--- src/rtl/fspc_pkg.sv ---
package fspc_pkg;

    // ----------------------------------------------------------------
    // Register byte addresses
    // ----------------------------------------------------------------
    localparam logic [15:0] FSPC_ADDR_LOW_OFF = 16'hF0E0;
    localparam logic [15:0] FSPC_ADDR_HIGH_OFF = 16'hF0E1;
    localparam logic [15:0] FSPC_WDATA_LOW_OFF = 16'hF0E2;
    localparam logic [15:0] FSPC_WDATA_HIGH_OFF = 16'hF0E3;
    localparam logic [15:0] FSPC_ERASE_CTRL_OFF = 16'hF0E4;
    localparam logic [15:0] FSPC_UNLOCK_OFF = 16'hF0E5;
    localparam logic [15:0] FSPC_SEGMENT_OFF = 16'hF0E6;
    localparam logic [15:0] FSPC_SELF_EN_OFF = 16'hF0E7;
    localparam logic [15:0] FSPC_REMAP_OFF = 16'hF0EC;
    localparam logic [15:0] FSPC_STATUS_OFF = 16'hF0F0;

    // ----------------------------------------------------------------
    // Values and fields
    // ----------------------------------------------------------------
    localparam logic [7:0] FSPC_RESET_BYTE = 8'h00;
    localparam logic [7:0] FSPC_KEY_FIRST = 8'hFA;
    localparam logic [7:0] FSPC_KEY_SECOND = 8'hF5;
    localparam int FSPC_BLOCK_ERASE_BIT = 0;
    localparam int FSPC_SECTOR_ERASE_BIT = 1;
    localparam int FSPC_SELF_ON_BIT = 0;
    localparam int FSPC_BOOT_REMAP_BIT = 7;
    localparam logic [1:0] FSPC_RESP_OKAY = 2'h0;
    localparam logic [1:0] FSPC_RESP_SLVERR = 2'h2;

    // Flash operation kinds
    typedef enum logic [1:0]
    {
        FSPC_OP_NONE = 2'b00,
        FSPC_OP_WORD = 2'b01,
        FSPC_OP_BLOCK = 2'b10,
        FSPC_OP_SECTOR = 2'b11
    } fspc_op_t;

    // Sequencer states
    typedef enum logic [1:0]
    {
        FSPC_ST_IDLE = 2'b00,
        FSPC_ST_REQ = 2'b01,
        FSPC_ST_WAIT = 2'b10
    } fspc_state_t;

    // Request to the flash array
    typedef struct packed
    {
        fspc_op_t op;
        logic [1:0] segment;
        logic [15:0] addr;
        logic [15:0] data;
    } fspc_flash_req_t;

    // Remap settings for the core
    typedef struct packed
    {
        logic boot_area;
        logic [2:0] segment;
        logic [3:0] upper_nibble;
    } fspc_remap_t;

endpackage

--- src/rtl/fspc_ctrl.sv ---
// Function
// - Write word kept as low byte bits 7..0 and high byte bits 15..8.
// - Writing the high data byte launches a one-word program.
// - CPU stalls during one-word program and resumes when done.
// - Erase control is write-only; bit 0 starts block erase.
// - Bit 1 of erase control starts sector erase.
// - Both zero starts nothing; both one starts block erase.
// - Each erase start bit self-clears after its erase completes.
// - CPU stalls during any erase and resumes when done.
// - Erase target comes from segment plus high address byte.
// - Key FA then F5 arms exactly one later erase or write.
// - Arming is used by one operation; repeat keys each time.
// - Unrelated activity between key writes does not break unlock.
// - A value other than F5 or FA after FA discards the first key step.
// - Segment register has a two-bit field; upper bits read zero.
// - Self-program enable bit 0 resets off; upper bits read zero.
// - Remap bits 3..0 give start address bits 15..12 for low 4 KB.
// - Remap bits 6..4 give the segment of the remap target.
// - Remap bit 7 maps boot region onto the dedicated boot area.
// - Remap settings apply on CPU-only break-instruction reset.
// - Block erase uses segment and top two high address bits.
// - Low address bit 0 is fixed zero and ignores writes.
module fspc_ctrl
    import fspc_pkg::*;
(
    // Clock and reset
    input wire logic clk,
    input wire logic sys_rst,
    // AXI4-Lite write address
    input wire logic [15:0] s_axi_awaddr,
    input wire logic s_axi_awvalid,
    output logic s_axi_awready,
    // AXI4-Lite write data
    input wire logic [31:0] s_axi_wdata,
    input wire logic [3:0] s_axi_wstrb,
    input wire logic s_axi_wvalid,
    output logic s_axi_wready,
    // AXI4-Lite write response
    output logic [1:0] s_axi_bresp,
    output logic s_axi_bvalid,
    input wire logic s_axi_bready,
    // AXI4-Lite read address
    input wire logic [15:0] s_axi_araddr,
    input wire logic s_axi_arvalid,
    output logic s_axi_arready,
    // AXI4-Lite read data
    output logic [31:0] s_axi_rdata,
    output logic [1:0] s_axi_rresp,
    output logic s_axi_rvalid,
    input wire logic s_axi_rready,
    // Flash array side
    output fspc_flash_req_t flash_req,
    output logic flash_req_valid,
    input wire logic flash_done,
    // Core side
    output logic cpu_stall,
    input wire logic break_reset,
    output fspc_remap_t remap_active
);

    // ----------------------------------------------------------------
    // Register state
    // ----------------------------------------------------------------
    logic [7:0] addr_low_reg;
    logic [7:0] addr_high_reg;
    logic [7:0] wdata_low_reg;
    logic [7:0] wdata_high_reg;
    logic block_erase_start_reg;
    logic sector_erase_start_reg;
    logic [1:0] segment_reg;
    logic self_program_on_reg;
    logic [7:0] remap_reg;
    logic key_first_reg;
    logic armed_reg;
    fspc_state_t state_reg;
    fspc_state_t state_next;

    // ----------------------------------------------------------------
    // AXI write channel capture
    // ----------------------------------------------------------------
    logic aw_held_reg;
    logic w_held_reg;
    logic [15:0] aw_addr_reg;
    logic [7:0] w_byte_reg;
    logic w_lane_reg;

    // Write commits once address and data are both held
    wire wr_fire = aw_held_reg && w_held_reg && !s_axi_bvalid;
    wire wr_ok = wr_fire && w_lane_reg;
    wire [15:0] wr_addr = aw_addr_reg;
    wire [7:0] wr_byte = w_byte_reg;
    // Mapped write addresses, needed for the response code
    wire wr_known = (wr_addr == FSPC_ADDR_LOW_OFF) || (wr_addr == FSPC_ADDR_HIGH_OFF)
        || (wr_addr == FSPC_WDATA_LOW_OFF) || (wr_addr == FSPC_WDATA_HIGH_OFF)
        || (wr_addr == FSPC_ERASE_CTRL_OFF) || (wr_addr == FSPC_UNLOCK_OFF)
        || (wr_addr == FSPC_SEGMENT_OFF) || (wr_addr == FSPC_SELF_EN_OFF)
        || (wr_addr == FSPC_REMAP_OFF);

    // Accept address and data independently, respond once both are in
    always_ff @(posedge clk)
    begin
        if (sys_rst)
        begin
            aw_held_reg <= 1'b0;
            w_held_reg <= 1'b0;
            aw_addr_reg <= 16'h0000;
            w_byte_reg <= 8'h00;
            w_lane_reg <= 1'b0;
            s_axi_awready <= 1'b0;
            s_axi_wready <= 1'b0;
            s_axi_bvalid <= 1'b0;
            s_axi_bresp <= FSPC_RESP_OKAY;
        end
        else
        begin
            s_axi_awready <= !aw_held_reg && !s_axi_awready && s_axi_awvalid;
            s_axi_wready <= !w_held_reg && !s_axi_wready && s_axi_wvalid;
            if (s_axi_awvalid && s_axi_awready)
            begin
                aw_held_reg <= 1'b1;
                aw_addr_reg <= s_axi_awaddr;
            end
            if (s_axi_wvalid && s_axi_wready)
            begin
                w_held_reg <= 1'b1;
                w_byte_reg <= s_axi_wdata[7:0];
                w_lane_reg <= s_axi_wstrb[0];
            end
            if (wr_fire)
            begin
                aw_held_reg <= 1'b0;
                w_held_reg <= 1'b0;
                s_axi_bvalid <= 1'b1;
                s_axi_bresp <= (wr_known && w_lane_reg) ? FSPC_RESP_OKAY : FSPC_RESP_SLVERR;
            end
            else if (s_axi_bvalid && s_axi_bready)
            begin
                s_axi_bvalid <= 1'b0;
            end
        end
    end

    // ----------------------------------------------------------------
    // Write decode (register data sits in lane 0 of its word)
    // ----------------------------------------------------------------
    wire we_addr_low = wr_ok && (wr_addr == FSPC_ADDR_LOW_OFF);
    wire we_addr_high = wr_ok && (wr_addr == FSPC_ADDR_HIGH_OFF);
    wire we_wdata_low = wr_ok && (wr_addr == FSPC_WDATA_LOW_OFF);
    wire we_wdata_high = wr_ok && (wr_addr == FSPC_WDATA_HIGH_OFF);
    wire we_erase = wr_ok && (wr_addr == FSPC_ERASE_CTRL_OFF);
    wire we_key = wr_ok && (wr_addr == FSPC_UNLOCK_OFF);
    wire we_segment = wr_ok && (wr_addr == FSPC_SEGMENT_OFF);
    wire we_self = wr_ok && (wr_addr == FSPC_SELF_EN_OFF);
    wire we_remap = wr_ok && (wr_addr == FSPC_REMAP_OFF);

    // Launch only when enabled, armed and idle
    wire allowed = self_program_on_reg && armed_reg && (state_reg == FSPC_ST_IDLE);
    wire go_word = we_wdata_high && allowed;
    wire go_block = we_erase && allowed && wr_byte[FSPC_BLOCK_ERASE_BIT];
    wire go_sector = we_erase && allowed && !wr_byte[FSPC_BLOCK_ERASE_BIT]
        && wr_byte[FSPC_SECTOR_ERASE_BIT];
    wire go_any = go_word || go_block || go_sector;

    // Data, address and configuration registers
    always_ff @(posedge clk)
    begin
        if (sys_rst)
        begin
            addr_low_reg <= FSPC_RESET_BYTE;
            addr_high_reg <= FSPC_RESET_BYTE;
            wdata_low_reg <= FSPC_RESET_BYTE;
            wdata_high_reg <= FSPC_RESET_BYTE;
            segment_reg <= 2'b00;
            self_program_on_reg <= 1'b0;
            remap_reg <= FSPC_RESET_BYTE;
        end
        else
        begin
            if (we_addr_low)
                addr_low_reg <= {wr_byte[7:1], 1'b0};
            if (we_addr_high)
                addr_high_reg <= wr_byte;
            if (we_wdata_low)
                wdata_low_reg <= wr_byte;
            if (we_wdata_high)
                wdata_high_reg <= wr_byte;
            if (we_segment)
                segment_reg <= wr_byte[1:0];
            if (we_self)
                self_program_on_reg <= wr_byte[FSPC_SELF_ON_BIT];
            if (we_remap)
                remap_reg <= wr_byte;
        end
    end

    // Unlock key sequence
    always_ff @(posedge clk)
    begin
        if (sys_rst)
        begin
            key_first_reg <= 1'b0;
            armed_reg <= 1'b0;
        end
        else
        begin
            if (we_key)
            begin
                // Only key writes affect the first step
                key_first_reg <= (wr_byte == FSPC_KEY_FIRST);
                if (key_first_reg && wr_byte == FSPC_KEY_SECOND)
                    armed_reg <= 1'b1;
            end
            else if (go_any)
            begin
                armed_reg <= 1'b0;
            end
        end
    end

    // ----------------------------------------------------------------
    // Operation sequencer
    // ----------------------------------------------------------------
    always_comb
    begin
        state_next = state_reg;
        unique case (state_reg)
            FSPC_ST_IDLE:
                if (go_any)
                    state_next = FSPC_ST_REQ;
            FSPC_ST_REQ:
                state_next = FSPC_ST_WAIT;
            FSPC_ST_WAIT:
                if (flash_done)
                    state_next = FSPC_ST_IDLE;
            default:
                state_next = FSPC_ST_IDLE;
        endcase
    end

    // Request, stall and start bits
    always_ff @(posedge clk)
    begin
        if (sys_rst)
        begin
            state_reg <= FSPC_ST_IDLE;
            flash_req <= '0;
            flash_req_valid <= 1'b0;
            cpu_stall <= 1'b0;
            block_erase_start_reg <= 1'b0;
            sector_erase_start_reg <= 1'b0;
        end
        else
        begin
            state_reg <= state_next;
            flash_req_valid <= (state_next == FSPC_ST_REQ);
            cpu_stall <= (state_next != FSPC_ST_IDLE);
            if (go_any)
            begin
                flash_req.op <= go_word ? FSPC_OP_WORD
                    : (go_block ? FSPC_OP_BLOCK : FSPC_OP_SECTOR);
                flash_req.segment <= segment_reg;
                flash_req.addr <= go_block ? {addr_high_reg[7:6], 14'h0000}
                    : {addr_high_reg, go_word ? addr_low_reg : 8'h00};
                flash_req.data <= {wr_byte, wdata_low_reg};
            end
            block_erase_start_reg <= go_block
                || (block_erase_start_reg && !(state_reg == FSPC_ST_WAIT && flash_done));
            sector_erase_start_reg <= go_sector
                || (sector_erase_start_reg && !(state_reg == FSPC_ST_WAIT && flash_done));
        end
    end

    // Remap applied on CPU-only break reset
    always_ff @(posedge clk)
    begin
        if (sys_rst)
            remap_active <= '0;
        else if (break_reset)
            remap_active <= {remap_reg[FSPC_BOOT_REMAP_BIT], remap_reg[6:4],
                remap_reg[3:0]};
    end

    // ----------------------------------------------------------------
    // AXI read channel
    // ----------------------------------------------------------------
    wire [7:0] status_byte = {5'h00, sector_erase_start_reg, block_erase_start_reg, armed_reg};
    wire rd_hit = (s_axi_araddr == FSPC_ADDR_LOW_OFF) || (s_axi_araddr == FSPC_ADDR_HIGH_OFF)
        || (s_axi_araddr == FSPC_WDATA_LOW_OFF) || (s_axi_araddr == FSPC_WDATA_HIGH_OFF)
        || (s_axi_araddr == FSPC_SEGMENT_OFF) || (s_axi_araddr == FSPC_SELF_EN_OFF)
        || (s_axi_araddr == FSPC_REMAP_OFF) || (s_axi_araddr == FSPC_STATUS_OFF);
    // Write-only registers read zero
    wire [7:0] rd_byte =
        (s_axi_araddr == FSPC_ADDR_LOW_OFF) ? addr_low_reg :
        (s_axi_araddr == FSPC_ADDR_HIGH_OFF) ? addr_high_reg :
        (s_axi_araddr == FSPC_WDATA_LOW_OFF) ? wdata_low_reg :
        (s_axi_araddr == FSPC_WDATA_HIGH_OFF) ? wdata_high_reg :
        (s_axi_araddr == FSPC_SEGMENT_OFF) ? {6'h00, segment_reg} :
        (s_axi_araddr == FSPC_SELF_EN_OFF) ? {7'h00, self_program_on_reg} :
        (s_axi_araddr == FSPC_REMAP_OFF) ? remap_reg :
        (s_axi_araddr == FSPC_STATUS_OFF) ? status_byte : 8'h00;

    // One-cycle address accept, data the following cycle
    always_ff @(posedge clk)
    begin
        if (sys_rst)
        begin
            s_axi_arready <= 1'b0;
            s_axi_rvalid <= 1'b0;
            s_axi_rdata <= 32'h0000_0000;
            s_axi_rresp <= FSPC_RESP_OKAY;
        end
        else
        begin
            s_axi_arready <= s_axi_arvalid && !s_axi_arready && !s_axi_rvalid;
            if (s_axi_arvalid && s_axi_arready)
            begin
                s_axi_rvalid <= 1'b1;
                s_axi_rdata <= {24'h000000, rd_byte};
                s_axi_rresp <= rd_hit ? FSPC_RESP_OKAY : FSPC_RESP_SLVERR;
            end
            else if (s_axi_rvalid && s_axi_rready)
            begin
                s_axi_rvalid <= 1'b0;
            end
        end
    end

    // ----------------------------------------------------------------
    // Checks
    // ----------------------------------------------------------------
    unlock_needed_a: assert property (@(posedge clk) disable iff (sys_rst)
        (we_wdata_high && !(self_program_on_reg && armed_reg) && state_reg == FSPC_ST_IDLE)
        |=> !cpu_stall)
        else $error("operation started without unlock");
    arm_consumed_a: assert property (@(posedge clk) disable iff (sys_rst)
        (go_any && !we_key) |=> !armed_reg)
        else $error("arming not consumed");
    key_arms_a: assert property (@(posedge clk) disable iff (sys_rst)
        (we_key && key_first_reg && wr_byte == FSPC_KEY_SECOND) |=> armed_reg)
        else $error("key sequence did not arm");
    bad_key_a: assert property (@(posedge clk) disable iff (sys_rst)
        (we_key && wr_byte != FSPC_KEY_FIRST) |=> !key_first_reg)
        else $error("first key step kept");
    stall_follows_a: assert property (@(posedge clk) disable iff (sys_rst)
        go_any |=> cpu_stall && flash_req_valid ##1 !flash_req_valid)
        else $error("no stall after launch");
    stall_ends_a: assert property (@(posedge clk) disable iff (sys_rst)
        (state_reg == FSPC_ST_WAIT && flash_done) |=> !cpu_stall)
        else $error("stall held after done");
    start_clears_a: assert property (@(posedge clk) disable iff (sys_rst)
        (state_reg == FSPC_ST_WAIT && flash_done) |=> !block_erase_start_reg
        && !sector_erase_start_reg)
        else $error("erase start bit not cleared");
    block_bit_set_a: assert property (@(posedge clk) disable iff (sys_rst)
        go_block |=> block_erase_start_reg && !sector_erase_start_reg)
        else $error("block erase start bit not set");
    sector_bit_set_a: assert property (@(posedge clk) disable iff (sys_rst)
        go_sector |=> sector_erase_start_reg && !block_erase_start_reg)
        else $error("sector erase start bit not set");
    both_block_a: assert property (@(posedge clk) disable iff (sys_rst)
        (go_any && we_erase && wr_byte[1:0] == 2'b11) |=> flash_req.op == FSPC_OP_BLOCK)
        else $error("both bits did not pick block erase");
    addr_even_a: assert property (@(posedge clk) disable iff (sys_rst)
        addr_low_reg[0] == 1'b0)
        else $error("low address bit 0 set");
    word_data_a: assert property (@(posedge clk) disable iff (sys_rst)
        go_word |=> flash_req.data == {wdata_high_reg, wdata_low_reg})
        else $error("word data mismatch");
    remap_latch_a: assert property (@(posedge clk) disable iff (sys_rst)
        break_reset |=> remap_active == $past(remap_reg))
        else $error("remap settings not applied on break reset");

endmodule

--- config.mk ---
export PLATFORM = sky130hd
export DESIGN_NAME = fspc_ctrl
export DESIGN_NICKNAME = d
export VERILOG_FILES = /design/src/rtl/fspc_pkg.sv /design/src/rtl/fspc_ctrl.sv
export SDC_FILE = /design/constraint.sdc
export NUM_CORES = 1
export LEC_CHECK = 0
export BUFFER_PORTS_ARGS = -buffer_cell sky130_fd_sc_hd__buf_2
export CORE_MARGIN = 4
export CORE_UTILIZATION = 52
export DETAILED_ROUTE_END_ITERATION = 6
export PLACE_DENSITY = 0.87
export SLEW_MARGIN = 10
export SYNTH_ARGS = -nofsm -noshare
export SYNTH_HDL_FRONTEND = slang
export SYNTH_SLANG_ARGS = --single-unit
export TNS_END_PERCENT = 1
--- constraint.sdc ---
create_clock -name clk -period 3.15 [get_ports clk]
set_input_delay 0.1575 -clock clk [delete_from_list [all_inputs] [get_ports clk]]
set_output_delay 0.1575 -clock clk [all_outputs]
set_load 0.01 [all_outputs]
---- Yosys cells after proc, flatten, opt, wreduce, memory -nomap -nowiden ----
Index checks and enable logic that the tools add are counted.
word-level totals
  flip-flop bits (word level) ............. 138
  input port bits ......................... 77
  logic and storage cells ................. 151
  output and inout bits ................... 87
cells by class
  eq/ne operators ......................... 23
  mux-type cells .......................... 24
  reductions and logical operators ........ 70
operators by type and width
  kind                                                                    count
  16-bit equality test (second input constant)                            17
  8-bit 2-to-1 mux                                                        8
  1-bit logical AND                                                       35
  1-bit logical OR                                                        19
  8-bit equality test (second input constant)                             2
  14-bit 2-to-1 mux                                                       1
  2-bit 2-to-1 mux                                                        5
  1-bit zero test                                                         9
  1-bit 2-to-1 mux                                                        8
  2-bit nonzero test                                                      4
  2-bit case mux with 3 select lines                                      1
  2-bit by 1-bit equality test with 1-bit output (second input constant)  2
  3-bit 2-to-1 mux                                                        1
  2-bit equality test (second input constant)                             1
  2-bit zero test                                                         1
  2-bit by 1-bit != test with 1-bit output (second input constant)        1
  2-bit AND reduction                                                     1
  2-bit OR reduction                                                      1

---- Depth between registers and ports, before layout ----
Gate-level depths: netlist of the first run.
  depth in word-level cells ............... 11
  mapped depth ............................ 7
  mapped depth without buffers ............ 5

---- Least setup slack after synthesis of the first run ----
OpenSTA, ideal clock, no wires.
  path type ............................... register to register
  start point ............................. reg aw_addr_reg[8]
  end point ............................... reg addr_low_reg[7]
  required time ........................... 3.022 ns
  setup slack ............................. 0.900 ns
  arrival ................................. 2.122 ns
  cell stages (with the launch flop) ...... 6
  period minus slack after synthesis ...... 2.250 ns
  path buffers ............................ 0
  cells stage by stage .................... dfxtp_1 or4b_4 or4_4 nor4_4 mux2i_1 nor2_1
on the way
  longest elaborated chain between the ends .. 2
ends and longest elaborated chain
  item                      RTL line          RTL
  start: declaration        fspc_ctrl.sv:83   logic [15:0] aw_addr_reg;
  start signal: assignment  fspc_ctrl.sv:121  aw_addr_reg <= s_axi_awaddr;
  16-bit equality test      fspc_ctrl.sv:146  wire we_addr_low = wr_ok && (wr_addr == FSPC_ADDR_LOW_OFF);
  1-bit logical AND         fspc_ctrl.sv:146
  end signal: assignment    fspc_ctrl.sv:180  addr_low_reg <= {wr_byte[7:1], 1'b0};
  end: declaration          fspc_ctrl.sv:64   logic [7:0] addr_low_reg;
Every way passes these cells.
A chain may end at the register's enable or synchronous reset.

---- Final worst setup path of the first run ----
  start point ............................. reg aw_addr_reg[9]
  end point ............................... reg addr_low_reg[4]
The elaborated chain is that of the path after synthesis.

==> flow_summary.json, run 1 <==
{
  "status": "finished clean",
  "io_buffers": 109,
  "root_buffer": "clkbuf_8",
  "yosysMostFrequentCell": "dfxtp_1",
  "antenna_left": 0,
  "drv_slew": 0,
  "cts_num_sinks": 135,
  "critical_path_class": "reg2reg",
  "yosysSeqAreaShare_pct": 46.5,
  "power_frac_seq_pct": 43.9,
  "hold_violations": 0,
  "hold_class": "in2reg",
  "p_sw_mw": 0.960,
  "yosysWarnings": 0,
  "worst_slew_pin_slew_ns": 0.938,
  "coreArea_sq_mm": 0.0109,
  "synth_top_cell_by_area": "dfxtp_1",
  "path_max_fanout": 7,
  "totalWireLength_mm": 16.8,
  "cp_data_arrival_time_ns": 2.93,
  "fp.dieArea_sq_mm": 0.0129,
  "final_net_count": 847,
  "path_clk_slew_ns": 0.07,
  "hp-start": "break_reset",
  "dr.first_iter.drc_count": 388,
  "power_leakage_nw": 2.92,
  "grt_pass1_vias": 5110,
  "p_int_mw": 3.02,
  "post_cts_buffers": 0,
  "clkPwrFrac_pct": 51.3,
  "vias": 5228,
  "rsz0062_at_grt": "false",
  "grt_pass1_wl_mm": 26.4,
  "fp.dieW_um": 114,
  "antenna_found_initial": 0,
  "wl_per_cell_um": 18.1,
  "cp-endpoint": "addr_low_reg[4]",
  "clk_latency_ns": 0.54,
  "io_pins": 164,
  "largest_reg_flops": 35,
  "antenna_cells": 0,
  "rr_endpoint": "addr_low_reg[4]",
  "ys_top_cells_by_area": "dfxtp_1 47%, mux2i_1 14%, nand2_1 6.1%",
  "cts_tree": "yes",
  "synth.top_cell.area_share_pct": 46.5,
  "crit_path_top_delay_cell": "nor4_4",
  "post_synth_num_cell_types": 50,
  "synthArstFlopShare_pct": 0,
  "combPwrFrac_pct": 4.8,
  "synth.avg_cell_area_sq_um": 9.02,
  "synth_ff_type": "dfxtp_1",
  "period_share_pct": 80.6,
  "period_minus_slack_ns": 2.54,
  "worst_r2r_path_depth": 5,
  "hpwl_mm": 11.2,
  "yosys-top-cells-count": "135 x dfxtp_1, 94 x nand2_1, 79 x mux2i_1, 78 x nor2_1, 43 x a21oi_1",
  "relSlewSlack_pct": 37.4,
  "area_growth_pct": 24.4,
  "synthCells": 644,
  "finalWorstSetupSlack_ns": 0.613,
  "cts_max_path_buffers": 2,
  "cap_viol_max_count": 0,
  "drive_gt1_share_pct": 20.1,
  "die_height_um": 114,
  "max_stage_delay_ns": 0.65,
  "synth_edf_count": 0,
  "firstDrtPassIters": 6,
  "r2r_slack_ns": 0.61,
  "vias_per_cell": 5.66,
  "p_sw_share_pct": 24.1,
  "placementRows": 38,
  "numCtsBuffers": 17,
  "cp-end-kind": "register",
  "syn_area_sq_mm": 0.00581,
  "tns_ns": 0,
  "synth-seq-cells": 135,
  "power_density_mw_per_mm2": 551,
  "dp_slack_ns": 0.605,
  "skew_ns": 0.00715,
  "final-setup-viol-count": 0,
  "grtUsageTotal_pct": 26.4,
  "cp-startpoint": "aw_addr_reg[9]",
  "initial_core_util_pct": 53.4,
  "fin_hold_ws_ns": 0.0418,
  "worstSetupStartpointType": "register",
  "overflow": 0,
  "path_cells": "or4b_4 -> or4_4 -> nor4_4 -> mux2i_1 -> nor2_1",
  "timing.fmax_mhz": 394,
  "cp_data_required_time_ns": 3.55,
  "htree_levels": 4,
  "r2r_start": "aw_addr_reg[9]",
  "gp_congestion": 0.956,
  "grt_max_degree": 70,
  "peakVddDrop_v": 0.000431,
  "drc": 0
}
==> kinds of logic after synthesis <==
group / Yosys count / share of synthesized area, %
flip-flops: 135 / 46.5
buffers and inverters: 70 / 6.46
AND/OR/NAND/NOR: 262 / 22.1
other: 1 / 0.0645
AO/OA/AOI/OAI: 94 / 10.6
multiplexers: 82 / 14.2
==> stage by stage <==
step | util, % | instance area [sq um] | power (mW) | std cells
after floorplan | - | 5910 | 1.90 | 670
after global placement | 58.0 | 6310 | 1.93 | 860
after detailed placement | 58.0 | 6310 | 1.94 | 860
after CTS | 66.4 | 7230 | 3.99 | 923
after global routing | 66.4 | 7230 | 4.10 | 923
final | 66.4 | 7230 | 3.99 | 923
==> how the worst min path moves through the flow <==
| stage | endpoint | slack [ns] | cells past startpoint |
|---|---|---|---|
| floorplan | aw_addr_reg[11] | 0.29 | 2 |
| global placement | aw_addr_reg[4] | 0.40 | 3 |
| detailed placement | aw_addr_reg[1] | 0.41 | 3 |
| CTS | remap_active[3] | 0.03 | 3 |
| global route | remap_active[1] | 0.06 | 3 |
| finish | remap_active[3] | 0.04 | 3 |
==> metal layers <==
layer / up-vias / routed length, um / share of wire (%) / track usage [%]
li1: 2448 / - / - / -
met1: 2485 / 6990 / 42 / 33.7
met2: 259 / 8000 / 48 / 43.6
met3: 36 / 1330 / 7.9 / 6.26
met4: 0 / 435 / 2.6 / 9.29
met5: - / 0 / 0 / 0
==> area by class of cell <==
cell class | instances | area [sq um]
Fill cell | 858 | 3660
Timing Repair Buffer | 145 | 893
Inverter | 6 | 22.5
Multi-Input combinational cell | 465 | 2830
Sequential cell | 135 | 2700
Tap cell | 140 | 175
Clock buffer | 17 | 414
Clock inverter | 15 | 189
==> cell usage in the layout (no fill, tap or decap), types with 15 or more instances in the layout <==
cell	n
a21oi_1	43
nand2_1	94
clkbuf_16	16
conb_1	27
dfxtp_1	135
nor2_1	78
dlygate4sd3_1	31
o21ai_0	15
mux2i_1	79
buf_2	109
==> worst max-delay path, delay by kind of cell, from the launching register on <==
kind             cells  cell delay [ns]
and+or+nand+nor      4             1.81
muxes                1             0.26
DFF                  1             0.33
==> power groups by stage <==
| stage | sequential [mW] | combinational [mW] | clock (mW) |
|---|---|---|---|
| 5_1_grt | 1.75 | 0.210 | 2.14 |
| 6_report | 1.75 | 0.192 | 2.04 |
| 4_1_cts | 1.75 | 0.186 | 2.06 |
| 2_1_floorplan | 1.77 | 0.125 | 0 |
| 3_5_place_dp | 1.78 | 0.156 | 0 |
| 3_3_place_gp | 1.78 | 0.152 | 0 |
==> timing repair <==
action	4_1_cts	5_1_grt
hold endpoints to repair	32	0
hold buffers	31	0
gates resized for setup	0	0
Note: power is estimated with default switching activity, not from simulation.
==> run 2, diff against run 1 <==
Settings changed: CORE_UTILIZATION 52 to 47, PLACE_DENSITY 0.87 to 0.83.
Clock period 3.15 ns to 2.1 ns, I/O delays scaled along.
==> run 2 against run 1 <==
  * The run now ends with negative setup slack left
  * First-iteration DRC count shrank 0.52%
  * Design area up 6.9%
  * Fmax rose by 17%
  * Sequential share of layout area fell by 2.4 points
  * Clock power up 54%
  * Critical endpoint is now flash_req[4]
  * Largest cell class unchanged
  * Largest power group unchanged
==> flow_summary.json, run 2 (same netlist as run 1, synthesis figures left out) <==
{
  "status": "finished, violations left",
  "violations": "negative setup slack",
  "path_max_fanout": 5,
  "totalWireLength_mm": 16.8,
  "utilization_pct": 64.1,
  "drive_gt1_share_pct": 25.4,
  "p_sw_mw": 1.36,
  "coreArea_sq_mm": 0.0121,
  "path_clk_slew_ns": 0.06,
  "htree_levels": 4,
  "cts_tree": "yes",
  "antenna_cells": 0,
  "power_leakage_nw": 3.16,
  "placementRows": 40,
  "antenna_found_initial": 0,
  "initial_core_util_pct": 48.2,
  "p_sw_share_pct": 22.5,
  "drc": 0,
  "cp-end-kind": "register",
  "cp_data_arrival_time_ns": 2.45,
  "critical_path_class": "reg2reg",
  "hold_violations": 0,
  "power_density_mw_per_mm2": 785,
  "io_buffers": 109,
  "met2_usage_pct": 36.9,
  "antenna_left": 0,
  "power_frac_seq_pct": 43.0,
  "clkPwrFrac_pct": 51.7,
  "grtUsageMet3_pct": 5.32,
  "grt_max_degree": 39,
  "grt_pass1_wl_mm": 26.3,
  "final_common_cell": "dfxtp_1",
  "p_total_mw": 6.07,
  "wl_per_cell_um": 16.9,
  "fp.dieW_um": 119,
  "period_minus_slack_ns": 2.16,
  "final-setup-viol-count": 24,
  "peakVddDrop_v": 0.000478,
  "gp_congestion": 0.939,
  "worstSetupStartpointType": "register",
  "clk_latency_ns": 0.42,
  "hpwl_mm": 11.2,
  "top_usage_layer": "met2",
  "finalWorstSetupSlack_ns": -0.0603,
  "cts_max_path_buffers": 2,
  "root_buffer": "clkbuf_16",
  "io_pins": 164,
  "cts_num_sinks": 135,
  "cap_viol_max_count": 0,
  "period_share_pct": 103,
  "fin_hold_ws_ns": 0.0678,
  "dr.first_iter.drc_count": 386,
  "timing.fmax_mhz": 463,
  "firstDrtPassIters": 5,
  "place_area_sq_mm": 0.00666,
  "rsz0062_at_grt": "true",
  "use_met1_pct": 30.4,
  "cp_data_required_time_ns": 2.39,
  "grtUsageTotal_pct": 23.3,
  "dp_slack_ns": -0.0983,
  "overflow": 0,
  "vias": 5291,
  "final_cell_area_sq_mm": 0.00773,
  "r2r_slack_ns": -0.06,
  "combPwrFrac_pct": 5.3,
  "relSlewSlack_pct": 62.0,
  "worst_slew_pin_slew_ns": 0.570,
  "grt_pass1_vias": 5161,
  "skew_ns": 0.00792,
  "vias_per_cell": 5.34,
  "final_net_count": 887,
  "area_growth_pct": 33.0,
  "hold_class": "in2reg",
  "drv_slew": 0,
  "fp.dieArea_sq_mm": 0.0142,
  "layout_common_cells": "135 x dfxtp_1, 109 x buf_2, 94 x nand2_1, 77 x mux2i_1, 77 x nor2_1",
  "die_height_um": 119,
  "largest_reg_flops": 35,
  "p_int_mw": 4.70,
  "numCtsBuffers": 17
}
## run 2: layer usage
metal,up-vias,share of wire (%)
met3,46,7.0
met2,225,47
met5,-,0
met4,0,3.3
li1,2536,-
met1,2484,43
## run 2: layout make-up
type,count,area [sq um]
Fill cell,967,4330
Multi-Input combinational cell,465,2880
Timing Repair Buffer,185,1290
Inverter,6,22.5
Tap cell,168,210
Sequential cell,135,2700
Clock inverter,15,200
Clock buffer,17,425
## run 2: power by group through the flow
| stage | combinational (mW) | sequential, mW | clock, mW |
|---|---|---|---|
| after floorplan | 0.188 | 2.66 | 0 |
| after global placement | 0.260 | 2.66 | 0 |
| after detailed placement | 0.263 | 2.66 | 0 |
| after CTS | 0.307 | 2.61 | 3.15 |
| after global routing | 0.350 | 2.61 | 3.30 |
| final | 0.320 | 2.61 | 3.14 |
## run 2: repair_timing
item / 4_1_cts / 5_1_grt
pin swaps: 1 / 2
gates cloned: 0 / 2
hold endpoints to repair: 30 / 0
hold buffers: 30 / 0
buffers inserted: 0 / 4
resized for setup: 4 / 10
setup endpoints to repair: 39 / 66
## run 2: final timing paths
check                  from                    end  cells past startpoint
max          aw_addr_reg[8]           flash_req[4]                      7
max reg2reg  aw_addr_reg[8]           flash_req[4]                      7
min              flash_done  block_erase_start_reg                      4
min reg2reg    s_axi_rvalid          s_axi_arready                      1
## run 2: worst max-delay path, stage by stage (launching register included)
cell and delay (ns):
dfxtp_1 0.31, or4b_4 0.55, or2_4 0.28, a2111oi_4 0.29
buf_6 0.19, clkbuf_16 0.16, mux2i_1 0.20, nor2_1 0.05
## run 2: per-stage QoR
step                      cells  TNS (ns)
after floorplan             670     -1.15
after global placement      923     -1.28
after detailed placement    923     -2.37
after CTS                   985   -0.0469
after global routing        991     -3.37
final                       991    -0.770
